File: src/fan_smooth_pkg.sv
package fan_smooth_pkg;

	// ---------------------------------------------------------------
	// register indices (byte address is four times the index)
	// ---------------------------------------------------------------
	localparam logic [7:0] IDX_CONFIG_SIX      = 8'h10;
	localparam logic [7:0] IDX_CONFIG_ONE      = 8'h40;
	localparam logic [7:0] IDX_RAMP_CONFIG_ONE = 8'h62;
	localparam logic [7:0] IDX_MIN_DUTY_A      = 8'h64;
	localparam logic [7:0] IDX_MIN_DUTY_B      = 8'h65;
	localparam logic [7:0] IDX_MIN_DUTY_C      = 8'h66;
	localparam logic [7:0] IDX_DRIVE_CTRL      = 8'h70;
	localparam logic [7:0] IDX_DUTY_STATUS     = 8'h71;

	// ---------------------------------------------------------------
	// reset values
	// ---------------------------------------------------------------
	localparam logic [7:0] RST_RAMP_CONFIG = 8'h00;
	localparam logic [7:0] RST_CONFIG_SIX  = 8'h00;
	localparam logic [7:0] RST_MIN_DUTY    = 8'h80;
	localparam logic [7:0] RST_DRIVE_CTRL  = 8'h0F;

	// ---------------------------------------------------------------
	// field positions
	// ---------------------------------------------------------------
	localparam int RAMP_CODE_LSB  = 0;   // ramp code [2:0]
	localparam int SMOOTH_EN_BIT  = 3;
	localparam int SYNC_SEL_BIT   = 4;
	localparam int HOLD_LSB       = 5;   // hold bits [7:5]
	localparam int LOCK_BIT       = 0;   // lock in config one
	localparam int QUARTER_BIT    = 0;   // remote one slow-by-four
	localparam int SLOW_TABLE_BIT = 7;   // slow ramp table select
	localparam int AUTO_LSB       = 0;   // per-drive automatic mode
	localparam int ASSOC_LSB      = 3;   // per-drive remote one owner

	// ---------------------------------------------------------------
	// duty step per ramp code, six bits each, code 0 lowest
	// ---------------------------------------------------------------
	localparam logic [47:0] STEP_TABLE =
		{6'd48, 6'd24, 6'd12, 6'd8, 6'd4, 6'd3, 6'd2, 6'd1};
	localparam int STEP_W = 6;

	// ---------------------------------------------------------------
	// timing: full-scale ramp time at step one, in milliseconds
	// ---------------------------------------------------------------
	localparam longint CLOCK_KHZ       = 64'd200000;
	localparam longint FULL_FAST_MS    = 64'd37500;
	localparam longint FULL_SLOW_MS    = 64'd52200;
	localparam longint FULL_SCALE_DUTY = 64'd255;
	localparam longint FAST_TICK =
		(FULL_FAST_MS * CLOCK_KHZ) / FULL_SCALE_DUTY;
	localparam longint SLOW_TICK =
		(FULL_SLOW_MS * CLOCK_KHZ) / FULL_SCALE_DUTY;
	localparam int QUARTER_FACTOR = 4;

	// pwm counter advances once per this many clocks
	localparam logic [7:0] PWM_DIV  = 8'h40;
	localparam logic [7:0] DUTY_MAX = 8'hFF;
	localparam logic [7:0] DUTY_OFF = 8'h00;
	localparam int         DRIVES   = 3;

endpackage

File: src/fan_pwm_acoustic_smoothing.sv
// Functional notes
// - ramp code limits remote one duty slew
// - fast table steps 1..48, 37.5s to 0.8s
// - slow table 52.2s down to 1.1s
// - smoothing only while enable bit set
// - sync set ties sense b,c,d to c
// - sync clear ties only sense c,d
// - drive a below threshold: off or minimum
// - drive b below threshold: off or minimum
// - drive c below threshold: off or minimum
// - lock bit makes register read-only
// - single remote one slow bit divides rate by four
`timescale 1ns/10ps
`default_nettype none
module fan_pwm_acoustic_smoothing
	import fan_smooth_pkg::*;
#(
	parameter int unsigned FAST_TICK_CYCLES = int'(FAST_TICK),
	parameter int unsigned SLOW_TICK_CYCLES = int'(SLOW_TICK)
) (
	// clock and reset
	input  wire logic        clock,
	input  wire logic        rst,
	// classic wishbone slave
	input  wire logic        wb_cyc_i,
	input  wire logic        wb_stb_i,
	input  wire logic        wb_we_i,
	input  wire logic [9:0]  wb_adr_i,
	input  wire logic [3:0]  wb_sel_i,
	input  wire logic [31:0] wb_dat_i,
	output logic [31:0]      wb_dat_o,
	output logic             wb_ack_o,
	// duty computation engine
	input  wire logic [7:0]  target_duty_a,
	input  wire logic [7:0]  target_duty_b,
	input  wire logic [7:0]  target_duty_c,
	input  wire logic [2:0]  below_threshold,
	// fan drive outputs
	output logic             fan_drive_a,
	output logic             fan_drive_b,
	output logic             fan_drive_c,
	// speed-sense synchronisation to drive c
	output logic             speed_sense_b_sync_c,
	output logic             speed_sense_c_sync_c,
	output logic             speed_sense_d_sync_c
);

	// ---------------------------------------------------------------
	// register state
	// ---------------------------------------------------------------
	logic [7:0] acoustic_ramp_config_one;  // ramp, enable, sync, hold
	logic [7:0] config_six;                // slow table and quarter
	logic       lock;                      // sticky until reset
	logic [7:0] min_duty [DRIVES];         // hold level per drive
	logic [7:0] drive_ctrl;                // auto mode and owner

	logic [7:0] next_ramp_config;
	logic [7:0] next_config_six;
	logic       next_lock;
	logic [7:0] next_min_duty [DRIVES];
	logic [7:0] next_drive_ctrl;

	// bus signals
	logic [7:0]  index;        // word index from byte address
	logic        access;       // new request this cycle
	logic        wr;           // write strobe with low lane
	logic [31:0] next_dat;
	logic        next_ack;

	// per-drive datapath
	logic [7:0] present [DRIVES];  // ramped duty
	logic [7:0] target  [DRIVES];  // engine request
	logic [7:0] goal    [DRIVES];  // after below-threshold choice
	logic       next_drive [DRIVES];
	logic       drive_pin  [DRIVES];

	// sync outputs
	logic next_sense_b;
	logic next_sense_c;
	logic next_sense_d;

	// ---------------------------------------------------------------
	// bus decode
	// ---------------------------------------------------------------
	assign index  = wb_adr_i[9:2];
	// ack is dropped for one cycle after each answer
	assign access = wb_cyc_i && wb_stb_i && !wb_ack_o;
	// registers are eight bits wide so only lane zero writes them
	assign wr     = access && wb_we_i && wb_sel_i[0];

	// next register values and read data
	always_comb begin
		next_ramp_config = acoustic_ramp_config_one;
		next_config_six = config_six;
		next_lock = lock;
		next_drive_ctrl = drive_ctrl;
		for (int i = 0; i < DRIVES; i++) begin
			next_min_duty[i] = min_duty[i];
		end
		next_dat = 32'h00000000;
		next_ack = access;
		if (wr) begin
			if (index == IDX_RAMP_CONFIG_ONE) begin
				// writes are dropped once locked
				if (!lock) begin
					next_ramp_config = wb_dat_i[7:0];
				end
			end else if (index == IDX_CONFIG_SIX) begin
				next_config_six = wb_dat_i[7:0];
			end else if (index == IDX_CONFIG_ONE) begin
				// lock can be set but only reset clears it
				next_lock = lock | wb_dat_i[LOCK_BIT];
			end else if (index == IDX_MIN_DUTY_A) begin
				if (!lock) begin
					next_min_duty[0] = wb_dat_i[7:0];
				end
			end else if (index == IDX_MIN_DUTY_B) begin
				if (!lock) begin
					next_min_duty[1] = wb_dat_i[7:0];
				end
			end else if (index == IDX_MIN_DUTY_C) begin
				if (!lock) begin
					next_min_duty[2] = wb_dat_i[7:0];
				end
			end else if (index == IDX_DRIVE_CTRL) begin
				next_drive_ctrl = wb_dat_i[7:0];
			end
			// unmapped writes are acknowledged and ignored
		end
		if (access && !wb_we_i) begin
			if (index == IDX_RAMP_CONFIG_ONE) begin
				next_dat = {24'h000000, acoustic_ramp_config_one};
			end else if (index == IDX_CONFIG_SIX) begin
				next_dat = {24'h000000, config_six};
			end else if (index == IDX_CONFIG_ONE) begin
				next_dat = 32'(lock) << LOCK_BIT;
			end else if (index == IDX_MIN_DUTY_A) begin
				next_dat = {24'h000000, min_duty[0]};
			end else if (index == IDX_MIN_DUTY_B) begin
				next_dat = {24'h000000, min_duty[1]};
			end else if (index == IDX_MIN_DUTY_C) begin
				next_dat = {24'h000000, min_duty[2]};
			end else if (index == IDX_DRIVE_CTRL) begin
				next_dat = {24'h000000, drive_ctrl};
			end else if (index == IDX_DUTY_STATUS) begin
				// live duties let software watch a ramp in progress
				next_dat = {8'h00, present[2], present[1], present[0]};
			end
			// unmapped reads return zero
		end
	end

	// register file and bus answer
	always_ff @(posedge clock) begin
		if (rst) begin
			acoustic_ramp_config_one <= RST_RAMP_CONFIG;
			config_six <= RST_CONFIG_SIX;
			lock <= 1'b0;
			drive_ctrl <= RST_DRIVE_CTRL;
			for (int i = 0; i < DRIVES; i++) begin
				min_duty[i] <= RST_MIN_DUTY;
			end
			wb_dat_o <= 32'h00000000;
			wb_ack_o <= 1'b0;
		end else begin
			acoustic_ramp_config_one <= next_ramp_config;
			config_six <= next_config_six;
			lock <= next_lock;
			drive_ctrl <= next_drive_ctrl;
			for (int i = 0; i < DRIVES; i++) begin
				min_duty[i] <= next_min_duty[i];
			end
			wb_dat_o <= next_dat;
			wb_ack_o <= next_ack;
		end
	end

	// ---------------------------------------------------------------
	// ramp rate
	// ---------------------------------------------------------------
	logic                ramp_tick;  // one step of the slew
	logic [STEP_W-1:0]   ramp_step;  // duty change per step
	logic [2:0]          ramp_code;
	logic                smooth_enable_r1;

	assign ramp_code = acoustic_ramp_config_one[RAMP_CODE_LSB +: 3];
	assign smooth_enable_r1 = acoustic_ramp_config_one[SMOOTH_EN_BIT];
	// code picks the step size; the tick period sets the table
	assign ramp_step = STEP_TABLE[ramp_code * STEP_W +: STEP_W];

	// step period: fast or slow table, optionally four times longer
	ramp_tick_gen #(
		.FAST_CYCLES (FAST_TICK_CYCLES),
		.SLOW_CYCLES (SLOW_TICK_CYCLES)
	) u_tick (
		.clock    (clock),
		.rst      (rst),
		.slow_sel (config_six[SLOW_TABLE_BIT]),
		.quarter  (config_six[QUARTER_BIT]),
		.tick     (ramp_tick)
	);

	// ---------------------------------------------------------------
	// pwm period counter
	// ---------------------------------------------------------------
	logic [7:0] pwm_div;        // prescaler for the pwm counter
	logic [7:0] pwm_count;      // position within the pwm period
	logic [7:0] next_pwm_div;
	logic [7:0] next_pwm_count;

	always_comb begin
		next_pwm_div = pwm_div + 8'h01;
		next_pwm_count = pwm_count;
		if (pwm_div == PWM_DIV - 8'h01) begin
			next_pwm_div = 8'h00;
			next_pwm_count = pwm_count + 8'h01;
		end
	end

	always_ff @(posedge clock) begin
		if (rst) begin
			pwm_div <= 8'h00;
			pwm_count <= 8'h00;
		end else begin
			pwm_div <= next_pwm_div;
			pwm_count <= next_pwm_count;
		end
	end

	// ---------------------------------------------------------------
	// per-drive target selection, slew and pwm
	// ---------------------------------------------------------------
	assign target[0] = target_duty_a;
	assign target[1] = target_duty_b;
	assign target[2] = target_duty_c;

	for (genvar d = 0; d < DRIVES; d++) begin : g_drive
		logic hold;      // keep minimum duty below threshold
		logic auto_mode;
		logic owner_r1;  // drive follows remote one channel

		// bits 5,6,7 serve drives a,b,c in order
		assign hold      = acoustic_ramp_config_one[HOLD_LSB + d];
		assign auto_mode = drive_ctrl[AUTO_LSB + d];
		assign owner_r1  = drive_ctrl[ASSOC_LSB + d];

		// below threshold minus hysteresis: off or minimum duty
		always_comb begin
			goal[d] = target[d];
			if (auto_mode && below_threshold[d]) begin
				goal[d] = hold ? min_duty[d] : DUTY_OFF;
			end
		end

		// only drives owned by remote one are rate limited
		duty_ramp u_ramp (
			.clock    (clock),
			.rst      (rst),
			.limit_en (owner_r1 && smooth_enable_r1),
			.step_en  (ramp_tick),
			.step     (ramp_step),
			.goal     (goal[d]),
			.duty     (present[d])
		);

		// full scale forces the pin high for the whole period
		always_comb begin
			next_drive[d] = (present[d] == DUTY_MAX) ||
				(pwm_count < present[d]);
		end

		always_ff @(posedge clock) begin
			if (rst) begin
				drive_pin[d] <= 1'b0;
			end else begin
				drive_pin[d] <= next_drive[d];
			end
		end
	end

	assign fan_drive_a = drive_pin[0];
	assign fan_drive_b = drive_pin[1];
	assign fan_drive_c = drive_pin[2];

	// ---------------------------------------------------------------
	// speed-sense synchronisation selects
	// ---------------------------------------------------------------
	always_comb begin
		// sense b joins drive c only with sync set
		next_sense_b = acoustic_ramp_config_one[SYNC_SEL_BIT];
		// sense c and d always follow drive c
		next_sense_c = 1'b1;
		next_sense_d = 1'b1;
	end

	always_ff @(posedge clock) begin
		if (rst) begin
			speed_sense_b_sync_c <= 1'b0;
			speed_sense_c_sync_c <= 1'b0;
			speed_sense_d_sync_c <= 1'b0;
		end else begin
			speed_sense_b_sync_c <= next_sense_b;
			speed_sense_c_sync_c <= next_sense_c;
			speed_sense_d_sync_c <= next_sense_d;
		end
	end

endmodule // fan_pwm_acoustic_smoothing
`default_nettype wire

File: src/ramp_tick_gen.sv
`timescale 1ns/10ps
`default_nettype none
module ramp_tick_gen
	import fan_smooth_pkg::*;
#(
	parameter int unsigned FAST_CYCLES = 1000,
	parameter int unsigned SLOW_CYCLES = 1400
) (
	// clock and reset
	input  wire logic clock,
	input  wire logic rst,
	// rate selection
	input  wire logic slow_sel,
	input  wire logic quarter,
	// one-cycle step enable
	output logic      tick
);

	// ---------------------------------------------------------------
	// period select
	// ---------------------------------------------------------------
	logic [31:0] base;        // step period before division
	logic [31:0] period;      // final step period
	logic [31:0] count;       // cycles since last tick
	logic [31:0] next_count;
	logic        next_tick;

	// a change of rate takes effect at once, so a step lands early
	// when software switches to a period the count has already passed
	always_comb begin
		base = slow_sel ? SLOW_CYCLES : FAST_CYCLES;
		period = quarter ? 32'(base * QUARTER_FACTOR) : base;
		next_tick = 1'b0;
		next_count = count + 32'h00000001;
		if (count + 32'h00000001 >= period) begin
			next_count = 32'h00000000;
			next_tick = 1'b1;
		end
	end

	// registers only
	always_ff @(posedge clock) begin
		if (rst) begin
			count <= 32'h00000000;
			tick <= 1'b0;
		end else begin
			count <= next_count;
			tick <= next_tick;
		end
	end

endmodule // ramp_tick_gen
`default_nettype wire

File: src/duty_ramp.sv
`timescale 1ns/10ps
`default_nettype none
module duty_ramp
	import fan_smooth_pkg::*;
(
	// clock and reset
	input  wire logic              clock,
	input  wire logic              rst,
	// rate control
	input  wire logic              limit_en,
	input  wire logic              step_en,
	input  wire logic [STEP_W-1:0] step,
	// target and present duty
	input  wire logic [7:0]        goal,
	output logic [7:0]             duty
);

	// ---------------------------------------------------------------
	// slew toward goal
	// ---------------------------------------------------------------
	logic [7:0] next_duty;
	logic [8:0] up;       // one bit wider so saturation is visible
	logic [8:0] down;

	always_comb begin
		up = {1'b0, duty} + {3'b000, step};
		down = {1'b0, duty} - {3'b000, step};
		next_duty = duty;
		if (!limit_en) begin
			// no smoothing: jump straight to the target
			next_duty = goal;
		end else if (step_en) begin
			// never overshoot: clamp the last step to the goal
			if (goal > duty) begin
				next_duty = (up > {1'b0, goal}) ? goal : up[7:0];
			end else if (goal < duty) begin
				next_duty = (down[8] || down < {1'b0, goal}) ?
					goal : down[7:0];
			end
		end
	end

	// registers only
	always_ff @(posedge clock) begin
		if (rst) begin
			duty <= DUTY_OFF;
		end else begin
			duty <= next_duty;
		end
	end

endmodule // duty_ramp
`default_nettype wire

File: config.mk
export PLATFORM = sky130hd
export DESIGN_NAME = fan_pwm_acoustic_smoothing
export DESIGN_NICKNAME = d
export VERILOG_FILES = /design/src/fan_smooth_pkg.sv /design/src/fan_pwm_acoustic_smoothing.sv /design/src/ramp_tick_gen.sv /design/src/duty_ramp.sv
export SDC_FILE = /design/constraint.sdc
export NUM_CORES = 1
export LEC_CHECK = 0
export BUFFER_PORTS_ARGS = -buffer_cell sky130_fd_sc_hd__buf_2
export CORE_UTILIZATION = 30
export CTS_CLUSTER_DIAMETER = 60
export DETAILED_ROUTE_END_ITERATION = 10
export PLACE_DENSITY = 0.55
export SLEW_MARGIN = 40
export SYNTH_ARGS = -nofsm -noshare
export SYNTH_HDL_FRONTEND = slang
export SYNTH_HIERARCHICAL = 1
export SYNTH_SLANG_ARGS = --single-unit
File: constraint.sdc
create_clock -name clock -period 4.4 [get_ports clock]
set_input_delay 0.44 -clock clock [delete_from_list [all_inputs] [get_ports clock]]
set_output_delay 0.44 -clock clock [all_outputs]
set_load 0.005 [all_outputs]
==> results of run 1 <==
==> worst max-delay path, delay by kind of cell (launching register included) <==
| family | cells | cell delay (ns) |
|---|---|---|
| adders and majority gates | 3 | 0.78 |
| and+or+nand+nor | 1 | 0.17 |
| muxes | 2 | 0.63 |
| DFF | 1 | 0.34 |
| AOI/OAI and AO/OA | 10 | 1.98 |
| buffers and inverters | 3 | 0.27 |
==> layout by cell type, fill, tap and decap left out, drive strengths merged, types with 34 or more instances in the layout <==
master,synthesis,layout
a21oi,81,81
a221oi,34,34
buf,46,158
dfxtp,152,152
ha,161,161
inv,118,121
nand2,178,178
nand3,49,49
nor2,113,113
nor4,54,54
o21ai,77,77
xnor2,41,41
==> metal layers <==
layer / GRT usage, % / share of wire, % / vias up
met5: 0 / 0 / -
met4: 5.977 / 2.6 / 0
met3: 2.294 / 3.9 / 57
met2: 30.75 / 49 / 307
met1: 22.82 / 45 / 5686
li1: - / - / 5913
==> flip-flops by register name (all words and copies together), names as in the netlist <==
signal,cells
config_six,8
speed_sense_b_sync_c,1
u_tick/tick,1
drive_ctrl,8
lock,1
wb_dat_o,24
acoustic_ramp_config_one,8
g_drive.u_ramp/duty,24
drive_pin,3
u_tick/count,32
speed_sense_d_sync_c,1
pwm_count,8
wb_ack_o,1
min_duty,24
pwm_div,8
==> path summary, 6_finish.rpt <==
kind / startpoint / to / slack, ns / cells after the start
worst max-delay path: acoustic_ramp_config_one[1]$_SDFFE_PP0P_ / g_drive[2].u_ramp/duty[0]$_SDFFE_PP0P_ / 0.15 / 19
worst min-delay path: wb_stb_i / wb_ack_o$_SDFF_PP0_ / 0.32 / 3
worst max register to register: acoustic_ramp_config_one[1]$_SDFFE_PP0P_ / g_drive[2].u_ramp/duty[0]$_SDFFE_PP0P_ / 0.15 / 19
worst min register to register: config_six[6]$_SDFFE_PP0P_ / config_six[6]$_SDFFE_PP0P_ / 0.45 / 2
==> cell families (layout without fill, tap and decap cells) <==
family	Yosys count	in the layout
flops	152	152
buf+inv	203	309
simple gates	559	559
other cells	2	12
mux	36	36
compound gates	383	383
fa+ha+maj	167	167
xor+xnor	64	64
==> power by group <==
part           switching, mW  internal, mW
clock                  0.650         0.876
combinational          0.482         0.358
sequential            0.0299          1.39
==> cell type report <==
| type | count | area, µm² | share of cell area [%] |
|---|---|---|---|
| clock buffer | 20 | 456.7 | 3.047 |
| clock inverter | 12 | 142.6 | 0.9517 |
| inverter | 119 | 446.7 | 2.980 |
| multi-input combinational | 1221 | 9211 | 61.46 |
| sequential | 152 | 3045 | 20.32 |
| tap | 539 | 674.4 | 4.500 |
| timing repair buffer | 158 | 1011 | 6.745 |
==> what timing repair did <==
action	4_1_cts	5_1_grt
hold buffers	0	0
endpoints found under the hold margin	0	0
gates resized for setup	3	59
endpoints found under the setup margin	4	23
setup buffers	5	14
pin swaps	3	26
==> per-stage QoR <==
step | total power, mW | setup WS [ns] | hold slack (ns) | cell area, µm² | setup TNS, ns
after global routing | 3.961 | -0.02957 | 0.3222 | 14990 | -0.1245
after global placement | 2.200 | -0.04959 | 0.4385 | 13910 | -0.05574
after CTS | 3.744 | 0.01642 | 0.2919 | 14590 | 0
after detailed placement | 2.213 | -0.08507 | 0.4448 | 13940 | -0.1894
final | 3.789 | 0.1455 | 0.3194 | 14990 | 0
after floorplan | 1.986 | 0.02674 | 0.4297 | 12830 | 0
==> impl_results.md, run 1 <==
* Fmax at 235.0 MHz
* First drt pass iteration count at 5
* Final Max Tran Viols at 0
* Crit start category: flop
* Setup crit end kind: flop
* Post-synthesis adder-cell area fraction at 16.69%
* CP max FO at 4
* Worst endpoint required time at ~4.7 ns
* CTS root buffer: clkbuf_16
* Xor and xnor area share after synthesis at around 4.4%
* Worst path cell trace: inv_1 > buf_4 > ha_1 > mux2_4 > inv_1 > ha_1 > nand2b_4 > a221oi_4 > o21ai_1 > a21oi_1 > a31oi_1 > ha_1 > a211oi_2 > o211ai_1 > o211ai_2 > o2111a_4 > a21oi_4 > mux2_4 > a2111oi_4
* Average routed wire per standard cell at 17.79 µm
* First-pass GRT wire length at 62,290 µm
* Share of cells above drive strength 1 at between 10% and 20%
* CP Class: flop to flop
* Ys async rst share at 0%
* CTS max path bufs at 2
* Die width at 208.5 µm
* EDFF count, synth at 0
* Vias post-DR at ~12,000
* Setup-failing EPs final at 0
* Layout Nets at 1,914
* # rows at 75
* Largest family of logic cells by synthesized area: simple AND/OR/NAND/NOR gates
* Worst ir drop on vdd at 0.2165 mV
* Number of I/O pins at 117
* Synth Area in Compound Gates at 22.04%
* CTS sink cnt at 152
* Crit path DAT at about 4.6 ns
* Final wirelength at 39,510 µm
* Syn-to-layout area delta at 17.19%
* Crit-path slowest cell: dfxtp_2
* Run status: complete, no violations
* Slowest cell delay on critical path at 0.34 ns
* Number of synthesized register bits at 152
* Max-cap violation count at 0
* Port-buffer cells at slightly below 80
* Die ar. at 0.04346 mm²
* Most used cell, CP: ha_1
* Warnings from Yosys at 6
* Post-Syn Area per Cell at 8.167 µm²
* Antenna Cells at 0
* Prevailing post-synth register cell: dfxtp_1
* Hold Path Class: primary input to flop
* Fin crit share at 96.69%
* First-iteration detailed-routing DRC count at 719
* Post-synth top area share at 23.79%
* Area leader, netlist: dfxtp_1
* CTS tree: done
* PD cells at around 250 mW/mm²
* Inst Count DP at 2,170
* Core ar. at between 0.04 and 0.05 mm²
* Netlist cell types at approximately 110
* Fillers at 4,313
* Hold Fails Final Rpt at 0
* Post-Syn Instances at about 1,600
* Period minus WS final at 4.255 ns
* Least-Margin Pin Slew at 0.8557 ns
* GR Util All Layers at roughly 18%
* Cell area after synthesis at between 0.01 and 0.015 mm²
* Vias in the first global route at 11,570
* Synth top cells by count: nand2_1, ha_1, dfxtp_1
* Most frequent cell after synthesis: nand2_1
* DP HPWL at 30,270 µm
* Later-pin clock latency in the skew report at 0.44 ns
* CTS clk-pin slew, worst paths at 0.07 ns
* Die Span Y at 208.5 µm
* Leak pwr at 5.849 nW
* Final Wtd Congestion at 0.9507
* Multiplexer share of the synthesized area at 2.925%
* Seq/Total Area, Yosys at between 20% and 30%
* Simple-gate share of the synthesized area at 22.98%
* Slew headroom at a little over two fifths
* DRC Markers at 0
* H-tree levels at 4
* Main area contributors after synthesis: dfxtp_1, ha_1, nand2_1, inv_1, nor2_1
* Post-route insts no fill at roughly 2,200
* Pin count of the biggest net entering global routing at 64
* Initial antenna violation count at 0
* Total gr overflow at 0
* Clock skew at 0.01219 ns
* CTS Buf Count at 17
* Initial core utilization at 30.42%
* ANT nets after route at 0
* Final core occ at 35.65%
* Post-DR vias/cell at around 5.4
Note: power is estimated with default switching activity, not from simulation.
==> run 2, diff against run 1 <==
--- a/config.mk
+++ b/config.mk
@@ -6,6 +6,7 @@
 export NUM_CORES = 1
 export LEC_CHECK = 0
 export BUFFER_PORTS_ARGS = -buffer_cell sky130_fd_sc_hd__buf_2
+export CORE_ASPECT_RATIO = 1.2
 export CORE_UTILIZATION = 30
 export CTS_CLUSTER_DIAMETER = 60
 export DETAILED_ROUTE_END_ITERATION = 10
==> run 2 against run 1 <==
Routed wire length grew 3.1%. Final cell count is essentially flat. Clock-buffer cell count decreased by 2. Critical path depth is 1 higher. Core utilization down 0.13 points. Total power increased by 0.20%. Combinational power decreased by 2.4%. Worst hold slack worse by 0.0053 ns. Maximum frequency rose by 0.52%. Largest power group unchanged. Highest routed layer is now met5.
==> impl_results.md, run 2 (same netlist as run 1, synthesis figures left out) <==
* Fmax at 236.3 MHz (+0.52%)
* Fin crit share at 96.19% (-0.50 points)
* Least-Margin Pin Slew at 0.7938 ns (-0.06182 ns)
* Setup crit end kind: flop
* Port-buffer cells at 79 (unchanged)
* GR Util All Layers at 18.69% (+0.85 points)
* PD cells at 255.4 mW/mm² (+1.0%)
* RSZ-0062 raised after global routing: yes
* DP HPWL at 31,510 µm (+4.1%)
* Average routed wire per standard cell at 18.33 µm (+3.1%)
* Die Span Y at 228.2 µm (+9.5%)
* Post-route insts no fill at 2,222 (+0.045%)
* CTS tree: done
* Setup-failing EPs final at 0 (unchanged)
* CTS Buf Count at 17 (unchanged)
* Max FFs per register at 32 (unchanged)
* Period minus WS final at 4.232 ns (-0.02210 ns)
* Core ar. at 0.04186 mm² (-0.43%)
* Leak pwr at 5.782 nW (-1.1%)
* CP max FO at 4 (unchanged)
* Clock power share at 40.9% (+0.6 points)
* CTS max path bufs at 2 (unchanged)
* Clock skew at 0.008131 ns (-0.004054 ns)
* Psw at 1.190 mW (+2.4%)
* H-tree levels at 4 (unchanged)
* Net Sw Frac at 31.34% (+0.67 points)
* Register area at 0.003045 mm² (unchanged)
* Final wirelength at 40,740 µm (+3.1%)
* Setup TNS at 0 ns (unchanged)
* Final Wtd Congestion at 0.8795 (-7.5%)
* Hold Path Class: primary input to flop
* CTS sink cnt at 152 (unchanged)
* Slew headroom at 46.92% (+4.0 points)
* Most frequent cells in the layout: nand2_1, ha_1, dfxtp_1
* Max-cap violation count at 0 (unchanged)
* Initial core utilization at 30.55% (+0.13 points)
* Initial antenna violation count at 6 (+6)
* Number of I/O pins at 117 (unchanged)
* First-iteration detailed-routing DRC count at 802 (+12%)
* First drt pass iteration count at 5 (unchanged)
* Pint at 2.607 mW (-0.76%)
* Hold Fails Final Rpt at 0 (unchanged)
* Inst Count DP at 2,174 (+0.18%)
* Die width at 190.5 µm (-8.6%)
* Later-pin clock latency in the skew report at 0.45 ns (about the same)
* CTS clk-pin slew, worst paths at 0.07 ns (about the same)
* Biggest register: u_tick/count
* Pin count of the biggest net entering global routing at 64 (unchanged)
* Commonest non-fill, non-tap cell in the layout: nand2_1
* Gate power share at 21.6% (-0.6 points)
* Layout Nets at 1,903 (-0.57%)
* Worst ir drop on vdd at 0.2772 mV (+28%)
* CTS root buffer: clkbuf_16
* Total Power at 3.797 mW (+0.20%)
* Crit path DAT at 4.58 ns (-0.02 ns)
* DRC Markers at 0 (unchanged)
* Syn-to-layout area delta at 16.25%
* Post-DR vias/cell at 5.419 (+0.61%)
* CP Class: flop to flop
* ANT nets after route at 0 (unchanged)
* Part of the power in registers at 37.5% (about the same)
* Crit start category: flop
* Share of cells above drive strength 1 at 17.59% (-1.2 points)
* # rows at 82 (+9.3%)
* Final core occ at 35.52% (-0.13 points)
* Die ar. at 0.04347 mm² (about the same)
* Vias in the first global route at 11,730 (+1.4%)
* First-pass GRT wire length at 63,910 µm (+2.6%)
* Final Max Tran Viols at 0 (unchanged)
* Multi-input logic area at 0.009141 mm² (-0.76%)
* Worst endpoint required time at 4.75 ns (about the same)
* Run status: complete, no violations
* Fillers at 4,350 (+0.86%)
* Vias post-DR at 12,040 (+0.65%)
* Total gr overflow at 0 (unchanged)
run 2: cell types whose count changed in the layout (fill, tap and decap cells not counted), moves of 3 or more:
cell,change
a21oi_1,+3
a221oi_1,+3
buf_4,-11
a2111oi_1,+4
a221oi_2,-4
a21oi_2,-3
diode_2,+5
a2111oi_2,-5
inv_6,+3
run 2: path summary, 6_finish.rpt:
check | start | end | cells past startpoint | slack, ns
hold / removal | wb_stb_i | wb_ack_o$_SDFF_PP0_ | 3 | 0.31
setup reg to reg | acoustic_ramp_config_one[0]$_SDFFE_PP0P_ | g_drive[1].u_ramp/duty[0]$_SDFFE_PP0P_ | 20 | 0.17
setup / recovery | acoustic_ramp_config_one[0]$_SDFFE_PP0P_ | g_drive[1].u_ramp/duty[0]$_SDFFE_PP0P_ | 20 | 0.17
hold reg to reg | config_six[1]$_SDFFE_PP0P_ | config_six[1]$_SDFFE_PP0P_ | 2 | 0.46
run 2: timing repair:
item                       CTS  global route
buffers inserted             0            11
hold buffers                 0             0
setup endpoints to repair    6            22
pin swaps                    0            23
hold endpoints to repair     0             0
resized for setup            6            46
run 2: area by class of cell:
type | count | area share (%)
clock buffer | 18 | 2.954
multi-input combinational | 1221 | 61.48
sequential | 152 | 20.48
tap | 546 | 4.595
antenna | 5 | 0.08415
clock inverter | 14 | 1.094
inverter | 119 | 3.004
timing repair buffer | 147 | 6.303
run 2: layer usage:
metal  share of wire, %  track usage [%]  vias up  routed length [µm]
met2                 49            32.19      317               19790
met3                4.5            3.108       91                1853
met5               0.17                0        -                  69
met1                 43            22.85     5740               17610
li1                   -                -     5883                   -
met4                3.5            7.425       10                1408
run 2: power groups by stage:
stage / sequential [mW] / clock, mW / combinational (mW)
floorplan: 1.44 / 0 / 0.545
CTS: 1.42 / 1.59 / 0.765
finish: 1.43 / 1.55 / 0.820
global route: 1.43 / 1.64 / 0.903
detailed placement: 1.46 / 0 / 0.755
global placement: 1.46 / 0 / 0.742
run 2: metrics by stage:
stage,hold WS (ns),setup slack (ns),area [µm²]
after CTS,0.2970,0.01181,14560
after global placement,0.4373,-0.1667,13920
after floorplan,0.4297,0.02674,12830
after detailed placement,0.4461,-0.2430,13940
final,0.3141,0.1676,14870
after global routing,0.3256,-0.05180,14860
run 2: worst max-delay path, cell delays in order, from the launching register on:
cell and delay (ns):
dfxtp_1 0.33, inv_1 0.06, ha_1 0.19, nor2_1 0.11, nor2_1 0.07, buf_4 0.16
ha_1 0.23, fa_2 0.35, nand2b_1 0.16, a221oi_4 0.09, o21ai_1 0.22, a21oi_1 0.12
a31oi_2 0.21, ha_1 0.29, a211oi_2 0.21, o211ai_1 0.13, o211ai_2 0.21, o2111a_4 0.26
a21oi_4 0.05, mux2_4 0.34, a2111oi_4 0.33
